==> config.mk <==
export PLATFORM = sky130hd
export DESIGN_NAME = intexp_top
export DESIGN_NICKNAME = d
export VERILOG_FILES = /design/src/intexp_pkg.sv /design/src/intexp_pend_port.sv /design/src/intexp_edge_sync.sv /design/src/intexp_top.sv
export VERILOG_INCLUDE_DIRS = /design/src
export SDC_FILE = /design/constraint.sdc
export NUM_CORES = 1
export LEC_CHECK = 0
export ABC_AREA = 1
export CAP_MARGIN = 20
export CELL_PAD_IN_SITES_DETAIL_PLACEMENT = 0
export CELL_PAD_IN_SITES_GLOBAL_PLACEMENT = 1
export CORE_MARGIN = 1
export CORE_UTILIZATION = 30
export CTS_CLUSTER_SIZE = 14
export DETAILED_ROUTE_END_ITERATION = 8
export DONT_BUFFER_PORTS = 1
export PLACE_DENSITY_LB_ADDON = 0.08
export SLEW_MARGIN = 40
export SYNTH_ARGS = -nofsm -noshare
export SYNTH_HDL_FRONTEND = slang
export SYNTH_HIERARCHICAL = 1
export SYNTH_SLANG_ARGS = --single-unit
==> constraint.sdc <==
create_clock -name i_sys_clk -period 1.4 [get_ports i_sys_clk]
set_clock_uncertainty 0.1 [all_clocks]
set_input_delay 0.28 -clock i_sys_clk [delete_from_list [all_inputs] [get_ports i_sys_clk]]
set_output_delay 0.28 -clock i_sys_clk [all_outputs]
set_load 0.02 [all_outputs]
==> src/intexp_cfg.svh <==
// Register offsets, field positions and reset values of the interrupt expander
`ifndef INTEXP_CFG_SVH
`define INTEXP_CFG_SVH

`define INTEXP_OFF_INT_CLEAR 12'h000
`define INTEXP_OFF_INT_MASK 12'h004
`define INTEXP_OFF_INT_PENDING 12'h008
`define INTEXP_OFF_EXT_CLEAR 12'h010
`define INTEXP_OFF_EXT_MASK 12'h014
`define INTEXP_OFF_EXT_PENDING 12'h018
`define INTEXP_OFF_STATUS 12'h020
`define INTEXP_OFF_IRQ_MASK 12'h024

`define INTEXP_INT_MASK_RST 8'h00
`define INTEXP_EXT_MASK_RST 2'h0
`define INTEXP_INT_USED 8'hEF
`define INTEXP_EXT_PEND_PAD 6'h3F

`define INTEXP_BIT_TX_DONE 7
`define INTEXP_BIT_WORD_SYNC 6
`define INTEXP_BIT_BUSY_IDLE 5
`define INTEXP_BIT_UNUSED 4
`define INTEXP_BIT_RX_DATA 3
`define INTEXP_BIT_SER_RX 2
`define INTEXP_BIT_SER_TX 1
`define INTEXP_BIT_TIMEOUT 0

`define INTEXP_STS_INT 0
`define INTEXP_STS_EXT 1
`define INTEXP_STS_I2C 2
`define INTEXP_STS_RST 3'h0

`endif

==> src/intexp_pkg.sv <==
// Types shared by the interrupt expander modules
package intexp_pkg;
   typedef struct packed {
      logic tx_done;
      logic word_sync;
      logic busy_idle_tone;
      logic unused;
      logic rx_data;
      logic serial_rx;
      logic serial_tx;
      logic timeout;
   } intexp_int_src_t;

   typedef struct packed {
      logic pin_b;
      logic pin_a;
   } intexp_ext_pin_t;
endpackage

==> src/intexp_pend_port.sv <==
// One interrupt control port: pending flags with clear and mask writes
`timescale 1ns/1ps
module intexp_pend_port #(
   parameter int W = 8
) (
   input wire logic i_sys_clk,
   input wire logic i_sys_rst,
   input wire logic [W-1:0] i_event,
   input wire logic [W-1:0] i_mask_rst,
   input wire logic i_clr_we,
   input wire logic i_mask_we,
   input wire logic [W-1:0] i_wdata,
   output logic [W-1:0] o_pend,
   output logic [W-1:0] o_mask,
   output logic o_req
);
   logic [W-1:0] pend_r;
   logic [W-1:0] pend_nxt;
   logic [W-1:0] mask_r;
   logic [W-1:0] keep;
   wire [W-1:0] mask_eff = i_mask_we ? i_wdata : mask_r;

   // Clear on written zero; masking also clears; event wins over clear
   assign keep = (i_clr_we ? i_wdata : {W{1'b1}}) & (i_mask_we ? i_wdata : {W{1'b1}});
   assign pend_nxt = (pend_r & keep) | (i_event & mask_eff);

   always_ff @(posedge i_sys_clk or posedge i_sys_rst) begin
      if (i_sys_rst) begin
         pend_r <= '0;
         mask_r <= '0;
      end else begin
         pend_r <= pend_nxt;
         if (i_mask_we) begin
            mask_r <= i_wdata;
         end
      end
   end

   assign o_pend = pend_r;
   assign o_mask = mask_r;
   assign o_req = |pend_r;
endmodule

==> src/intexp_edge_sync.sv <==
// Two-stage synchroniser and rising-edge pulse for external pins
`timescale 1ns/1ps
module intexp_edge_sync #(
   parameter int W = 2
) (
   input wire logic i_sys_clk,
   input wire logic i_sys_rst,
   input wire logic [W-1:0] i_pin,
   output logic [W-1:0] o_level,
   output logic [W-1:0] o_rise
);
   logic [W-1:0] meta_r;
   logic [W-1:0] sync_r;
   logic [W-1:0] prev_r;

   always_ff @(posedge i_sys_clk or posedge i_sys_rst) begin
      if (i_sys_rst) begin
         meta_r <= '0;
         sync_r <= '0;
         prev_r <= '0;
      end else begin
         meta_r <= i_pin;
         sync_r <= meta_r;
         prev_r <= sync_r;
      end
   end

   assign o_level = sync_r;
   assign o_rise = sync_r & ~prev_r;
endmodule

==> src/intexp_top.sv <==
// Interrupt expander: internal and external ports, APB registers, CPU line
// ****************************************************************
// Notes on behaviour
// ****************************************************************
// Notes on behaviour
// - Internal sources on bits 7-5, 3-0; 4 unused
// - NOR of three requests drives CPU line
// - Unmasked event latches; masked event ignored
// - Clear write: zero clears, one keeps
// - Mask write: one enables, zero masks+clears
// - Internal sources masked after reset
// - Pending read is active low
// - No priority among sources
// - CPU line low while anything pending
// - One pending flag per source, no count
// - External port: two pins, bits 1,0
// - External pin rising edge latches if enabled
// - External masked at reset, active-low read
`timescale 1ns/1ps
`include "intexp_cfg.svh"
module intexp_top (
   input wire logic i_sys_clk,
   input wire logic i_sys_rst,
   input wire logic i_psel,
   input wire logic i_penable,
   input wire logic i_pwrite,
   input wire logic [11:0] i_paddr,
   input wire logic [31:0] i_pwdata,
   input wire logic [3:0] i_pstrb,
   output logic [31:0] o_prdata,
   output logic o_pready,
   output logic o_pslverr,
   input wire intexp_pkg::intexp_int_src_t i_int_src,
   input wire intexp_pkg::intexp_ext_pin_t i_ext_pin,
   input wire logic i_i2c_int_req,
   output intexp_pkg::intexp_ext_pin_t o_ext_pin_level,
   output logic o_cpu_int_req_n,
   output logic o_irq
);
   import intexp_pkg::*;

   // ****************************************************************
   // Bus decode
   // ****************************************************************
   wire acc = i_psel & i_penable;
   wire wr = acc & i_pwrite & i_pstrb[0];
   wire sel_iclr = i_paddr == `INTEXP_OFF_INT_CLEAR;
   wire sel_imsk = i_paddr == `INTEXP_OFF_INT_MASK;
   wire sel_ipnd = i_paddr == `INTEXP_OFF_INT_PENDING;
   wire sel_eclr = i_paddr == `INTEXP_OFF_EXT_CLEAR;
   wire sel_emsk = i_paddr == `INTEXP_OFF_EXT_MASK;
   wire sel_epnd = i_paddr == `INTEXP_OFF_EXT_PENDING;
   wire sel_sts = i_paddr == `INTEXP_OFF_STATUS;
   wire sel_irqm = i_paddr == `INTEXP_OFF_IRQ_MASK;
   wire mapped = sel_iclr | sel_imsk | sel_ipnd | sel_eclr | sel_emsk | sel_epnd
      | sel_sts | sel_irqm;
   wire ro_hit = sel_ipnd | sel_epnd;
   wire wo_hit = sel_iclr | sel_imsk | sel_eclr | sel_emsk;

   // ****************************************************************
   // Internal port
   // ****************************************************************
   logic [7:0] int_pend;
   logic [7:0] int_mask;
   logic int_req;
   logic [7:0] int_evt;
   assign int_evt = i_int_src & `INTEXP_INT_USED;

   intexp_pend_port #(.W(8)) u_int_port (
      .i_sys_clk(i_sys_clk),
      .i_sys_rst(i_sys_rst),
      .i_event(int_evt),
      .i_mask_rst(`INTEXP_INT_MASK_RST),
      .i_clr_we(wr & sel_iclr),
      .i_mask_we(wr & sel_imsk),
      .i_wdata(i_pwdata[7:0]),
      .o_pend(int_pend),
      .o_mask(int_mask),
      .o_req(int_req)
   );

   // ****************************************************************
   // External port
   // ****************************************************************
   logic [1:0] ext_level;
   logic [1:0] ext_rise;
   logic [1:0] ext_pend;
   logic [1:0] ext_mask;
   logic ext_req;

   intexp_edge_sync #(.W(2)) u_ext_sync (
      .i_sys_clk(i_sys_clk),
      .i_sys_rst(i_sys_rst),
      .i_pin(i_ext_pin),
      .o_level(ext_level),
      .o_rise(ext_rise)
   );

   intexp_pend_port #(.W(2)) u_ext_port (
      .i_sys_clk(i_sys_clk),
      .i_sys_rst(i_sys_rst),
      .i_event(ext_rise),
      .i_mask_rst(`INTEXP_EXT_MASK_RST),
      .i_clr_we(wr & sel_eclr),
      .i_mask_we(wr & sel_emsk),
      .i_wdata(i_pwdata[1:0]),
      .o_pend(ext_pend),
      .o_mask(ext_mask),
      .o_req(ext_req)
   );

   // ****************************************************************
   // Processor line and system interrupt
   // ****************************************************************
   logic cpu_n_r;
   logic [2:0] sts_r;
   logic [2:0] sts_nxt;
   logic [2:0] irqm_r;
   logic [2:0] req_rise;
   logic [2:0] req_prev_r;
   wire [2:0] req_now = {i_i2c_int_req, ext_req, int_req};
   wire sts_clr_we = wr & sel_sts;
   wire [2:0] sts_keep = sts_clr_we ? ~i_pwdata[2:0] : 3'h7;

   assign req_rise = req_now & ~req_prev_r;
   assign sts_nxt = (sts_r & sts_keep) | req_rise;

   always_ff @(posedge i_sys_clk or posedge i_sys_rst) begin
      if (i_sys_rst) begin
         cpu_n_r <= 1'b1;
         sts_r <= `INTEXP_STS_RST;
         irqm_r <= `INTEXP_STS_RST;
         req_prev_r <= 3'h0;
      end else begin
         cpu_n_r <= ~(int_req | ext_req | i_i2c_int_req);
         sts_r <= sts_nxt;
         req_prev_r <= req_now;
         if (wr & sel_irqm) begin
            irqm_r <= i_pwdata[2:0];
         end
      end
   end

   assign o_cpu_int_req_n = cpu_n_r;
   assign o_irq = |(sts_r & irqm_r);
   assign o_ext_pin_level = ext_level;

   // ****************************************************************
   // Read data
   // ****************************************************************
   logic [31:0] rdata_r;
   logic [31:0] rdata_nxt;

   always_comb begin
      rdata_nxt = 32'h0000_0000;
      if (sel_ipnd) begin
         rdata_nxt[7:0] = ~int_pend;
      end else if (sel_epnd) begin
         rdata_nxt[7:0] = {`INTEXP_EXT_PEND_PAD, ~ext_pend};
      end else if (sel_sts) begin
         rdata_nxt[2:0] = sts_r;
      end else if (sel_irqm) begin
         rdata_nxt[2:0] = irqm_r;
      end
   end

   always_ff @(posedge i_sys_clk or posedge i_sys_rst) begin
      if (i_sys_rst) begin
         rdata_r <= 32'h0000_0000;
      end else if (i_psel & ~i_penable & ~i_pwrite) begin
         rdata_r <= rdata_nxt;
      end
   end

   assign o_prdata = rdata_r;
   assign o_pready = 1'b1;
   assign o_pslverr = acc & (~mapped | (i_pwrite & ro_hit) | (~i_pwrite & wo_hit));
endmodule

* After elaboration in Yosys (flattened, before gate mapping)
Cells that the tools add are included.
Storage, ports and cells: register bits after elaboration 44, latch bits 0, RAM bits 0, memory bits (read-only) 0, bits of input ports 64, output and inout port bits 38, logic and storage cells 85, memories kept 0
Cells by class: add/subtract/negate cells 0, $mul 0, div/mod/pow operators 0, magnitude comparators 0, eq/ne operators 7, shift operators 0, muxes and demuxes 12, bitwise gates (word level) 50, reductions and logical operators 4
Operators with widths (number):
- 12-bit by 5-bit equality test with 1-bit output (second input constant) | 3
- 8-bit 2-to-1 mux | 4
- 8-bit bitwise AND | 3
- 12-bit by 6-bit equality test with 1-bit output (second input constant) | 2
- 1-bit bitwise AND | 14
- 1-bit OR | 14
- 12-bit by 3-bit equality test with 1-bit output (second input constant) | 1
- 12-bit by 4-bit equality test with 1-bit output (second input constant) | 1
- 12-bit logical NOT | 1
- 3-bit 2-to-1 mux | 4
- 3-bit bitwise AND | 3
- 2-bit bitwise AND | 4
- 8-bit NOT | 1
- 8-bit OR | 1
- 8-bit OR reduction | 1
- 2-bit 2-to-1 mux | 3
- 3-bit NOT | 2
- 5-bit 2-to-1 mux | 1
- 1-bit NOT | 4
- 2-bit NOT | 2
- 3-bit OR | 1
- 3-bit OR reduction | 1
- 2-bit OR | 1
- 2-bit OR reduction | 1

* Depth between registers and ports, before layout
depth in word-level cells 12, depth in mapped cells 10, gate-level depth less buffers 10

* Hierarchy
Netlist, hierarchy kept.
By module, submodules not included:
- intexp_top | instances 1, cells an instance 181, area each 1327.5 sq um, sequential area each 451.7 sq um
- intexp_pend_port (u_int_port) | instances 1, cells an instance 97, area each 758.2 sq um, sequential area each 400.4 sq um
- intexp_pend_port (u_ext_port) | instances 1, cells an instance 25, area each 191.4 sq um, sequential area each 100.1 sq um
- intexp_edge_sync | instances 1, cells an instance 11, area each 173.9 sq um, sequential area each 150.1 sq um

* Worst setup path before layout
Ideal clock, no wire load.
path kind input -> output, from input i_paddr[0], to output o_pslverr, data arrival time 1185 ps, required time 1020 ps, path slack -165 ps, cell stages on the path 7, path buffers 0, cells stage by stage inv_1 nand2_1 nor2_4 nand2_4 a21oi_1 nand2_1 a21oi_1
On the way: cells in the longest elaborated chain, start to end 12, elaborated cells on any way between the ends 24, classes of those cells eq/ne: 7; bitwise: 16; reduce/logical: 1
RTL lines:
- start, declared | line intexp_top.sv:27 | input wire logic [11:0] i_paddr,
- 12-bit by 3-bit equality test with 1-bit output (no source line) or 12-bit logical NOT (tied branches)
- 1-bit OR | line intexp_top.sv:55, intexp_top.sv:58
- 1-bit OR (4 in a row) | line intexp_top.sv:55 | wire mapped = sel_iclr | sel_imsk | sel_ipnd | sel_eclr | sel_emsk | sel_epnd
- 1-bit OR (2 in a row) | line intexp_top.sv:56 | | sel_sts | sel_irqm;
- 1-bit NOT | line intexp_top.sv:177 | assign o_pslverr = acc & (~mapped | (i_pwrite & ro_hit) | (~i_pwrite & wo_hit));
- 1-bit OR | line intexp_top.sv:177
- 1-bit OR * | line intexp_top.sv:177
- 1-bit bitwise AND * | line intexp_top.sv:177
- end, declared | line intexp_top.sv:32 | output logic o_pslverr,
Every way passes the cells marked *; elsewhere a longest branch is shown, timed or not.

* Final worst setup path
from input i_paddr[11], to output o_pslverr
Same word-level chain as after synthesis.

==> results.txt <==
----------------------------------------------------
[Clocking]
  Root Driver ... clkbuf_8
  Clock input transition at the sequential cells of the worst setup and hold paths ... 0.09 ns
  TritonCTS Sinks ... 44
  Clock latency reported for the late side of the worst-skew pair ... 0.29 ns
  Number of clock buffers inserted by TritonCTS ... 5
  Maximum number of buffers from clock root to sink ... 2
  Count of H-tree levels built during CTS ... 2
  Clock tree from TritonCTS ... done

[Timing]
  Aggregate negative setup slack ... 0 ns
  Final Worst Setup Slack ... 0.0179 ns
  Final period util ... 98.7%
  Final Hold Fails ... 0
  Setup repair after global routing missed its margin ... yes
  Final Critical Period ... 1.38 ns
  Top achievable clock speed ... 0.724 GHz
  Endpoints failing setup ... 0
  Number of max-slew violations in the final report ... 0
  Worst slack on hold paths ... 0.0224 ns

[Pwr]
  Maximum vdd ir drop ... 0.437 mV
  Power consumption ... 0.00252 W
  Power per standard cell area ... 871 nW/µm²
  LEAKAGE ... 1.54 nW

[Floorplan]
  Overall die width ... 92.4 µm
  Cell Rows ... 32
  IO Count ... 102
  Effective utilization at floorplan ... 31.4%
  Floorplan die height ... 92.4 µm
  Core Footprint ... 7810 µm²
  Full die area ... 8540 µm²

[Global routing]
  Antenna violations before repair ... 0
  Number of global-route vias before repair ... 1836
  First-pass GRT wire length ... 9.00 mm
  Leftover overflow at the end of global routing ... 0
  Pin count of the biggest net entering global routing ... 19
  Overall track demand over capacity in global routing ... 13.7%

[Detailed routing]
  First-pass DRT Iterations ... 4
  Final routed wirelength across all metal layers ... 5.36 mm
  Drt via density ... 4.10
  Via count ... 1862
  Number of DRC markers after the initial detailed-route iteration ... 32
  Routed len/inst ... 11.8 µm
  Remaining number of nets flagged by the antenna check after routing ... 0
  Post-detailed-route DRC marker count ... 0

[Worst hold path]
  Launch point of the worst hold path ... i_int_src[6]
  Tightest Hold Check Type ... primary input to flop

[Finish]
  Final net count ... 415
  Area growth from synthesis to final layout ... 18.0%
  Number of standard cells in the layout, taps in and fillers out ... 454
  Number of antenna cells inserted ... 0
  Ratio of cells with drive above 1 in the final layout ... 21.6%
  Number of filler cells placed in the layout ... 878

[Worst setup path]
  Standard cell with the maximum stage delay on the critical path ... a21oi_4
  Critical path, cell by cell ... nor2_4 > nand2_2 > clkinv_4 > buf_6 > nand4_1 > nand2_2 > a21oi_4
  Start point of the critical path ... i_paddr[11]
  Classification of the worst setup path ... primary input to primary output
  CP Capture Type ... primary output
  Highest fanout seen on the critical path ... 4
  Dominant cell type by count on the critical path ... nand2_2
  Kind of cell adding the most delay to the critical path ... simple AND/OR/NAND/NOR gates
  Setup crit start kind ... primary input
  Worst reg2reg startpoint ... u_int_port/o_pend[3]$_DFF_PP0_
  Buffering stage count on the worst path with inverters included ... 2
  Critical Path Max Stage Delay ... 0.22 ns
  Critical Path AT ... 1.00 ns
  Required time worst endpoint ... 1.02 ns

[Place]
  Port Buffer Count ... 0
  Pre-CTS WS ... -0.131 ns
  Placer Congestion ... 0.744
  Placed Instances ... 434
  Detailed Place HPWL ... 4.15 mm

[Run]
  Number of max-cap violations ... 0

[Yosys]
  Number of enable-type register cells in the synthesized netlist ... 0
  Synth cell types ... 28
  Warnings from Yosys ... 6
  Asr flop ratio synth ... 100%
  Leading register cell type out of synthesis ... dfrtp_1
  Area of the mapped netlist ... 2450 µm²
  Mean area per synthesized cell ... 7.81 µm²
  Number of instances in the synthesized netlist ... 314
  Sequential area share after synthesis ... 45.0%
  FF+latch count, synth ... 44

[Run status]
  Outcome ... completed

----------------------------------------------------
## sequential cells by signal, indices dropped and copies added (netlist names)
register            flops
u_ext_sync/prev_r       2
o_prdata                8
u_ext_port/o_mask       2
u_int_port/o_mask       8
req_prev_r              3
o_cpu_int_req_n         1
irqm_r                  3
sts_r                   3
u_ext_port/o_pend       2
u_ext_sync/o_level      2
u_ext_sync/meta_r       2
u_int_port/o_pend       8
## cells by family (layout without fill, tap and decap cells)
kind of cell / Yosys count / after routing / share of synthesized area (%)
DFF: 44 / 44 / 45.0
other: 2 / 26 / 0.306
buffers and inverters: 84 / 98 / 17.4
AOI/OAI and AO/OA: 16 / 16 / 4.03
and+or+nand+nor: 168 / 168 / 33.3
## stage by stage
step / util, % / cell area (µm²)
final: 37.0 / 2890
after CTS: 36.5 / 2850
after detailed placement: 33.7 / 2630
after global placement: 33.7 / 2630
after floorplan: - / 2550
after global routing: 37.0 / 2890
## worst register-to-register path: cells and delay by family, from the launching register on
| kind | cells | cell delay (ns) |
|---|---|---|
| flip-flops | 1 | 0.43 |
| AND/OR/NAND/NOR | 3 | 0.56 |
## timing repair
item / CTS / global route
setup buffers: 5 / 3
endpoints found under the hold margin: 48 / 0
hold buffers: 4 / 0
setup endpoints to repair: 1 / 2
resized for setup: 14 / 5
pin swaps: 8 / 6
## routing by layer
layer	global-route usage (%)	vias up	share of wire, %
li1	-	979	-
met1	18.6	824	50
met2	21.5	54	44
met3	3.12	5	4.9
met4	4.30	0	1.4
met5	0	-	0
## final timing paths
check	endpoint	slack, ns	cells after the start
worst max-delay path	o_pslverr	0.02	7
worst min-delay path	u_int_port/o_pend[6]$_DFF_PP0_	0.02	2
worst max register to register	o_cpu_int_req_n$_DFF_PP1_	0.24	3
worst min register to register	u_ext_sync/o_level[0]$_DFF_PP0_	0.25	0
max in group asynchronous	o_cpu_int_req_n$_DFF_PP1_	0.51	3
min in group asynchronous	u_ext_port/o_pend[0]$_DFF_PP0_	0.27	2
## layout make-up
cell class | count | area, µm² | area share (%)
Timing Repair Buffer | 33 | 262 | 9.04
Inverter | 57 | 228 | 7.88
Tap cell | 102 | 128 | 4.41
Clock buffer | 8 | 100 | 3.46
Multi-Input combinational cell | 210 | 1070 | 37.1
Sequential cell | 44 | 1100 | 38.1
## placed cells by master, fill, tap and decap left out, types with 7 or more instances in the layout
master	instances
nand2_1	68
inv_1	50
dfrtp_1	43
nand3_1	37
buf_4	28
conb_1	26
nor2_1	20
and2_1	10
o21ai_1	9
nor2_2	7
nand2_2	7
clkbuf_8	7
## cells in the mapped netlist (3+ instances only)
cell type,instances,area share (%)
nand3_1,38,7.8
nand2_1,72,11
dfrtp_1,43,44
nor2_4,3,1.4
nand2_2,5,1.3
nor2_1,24,3.7
buf_4,25,7.7
a2bb2oi_1,5,1.8
inv_1,52,8.0
nor2_2,5,1.3
o21ai_1,9,1.8
and2_1,10,2.6
or2_2,3,0.77
## power breakdown
part / internal (W) / switching [W]
combinational: 0.0000948 / 0.000171
sequential: 0.00131 / 0.0000729
clock: 0.000451 / 0.000418
total: 0.00186 / 0.000661
Note: power is estimated with default switching activity, not from simulation.
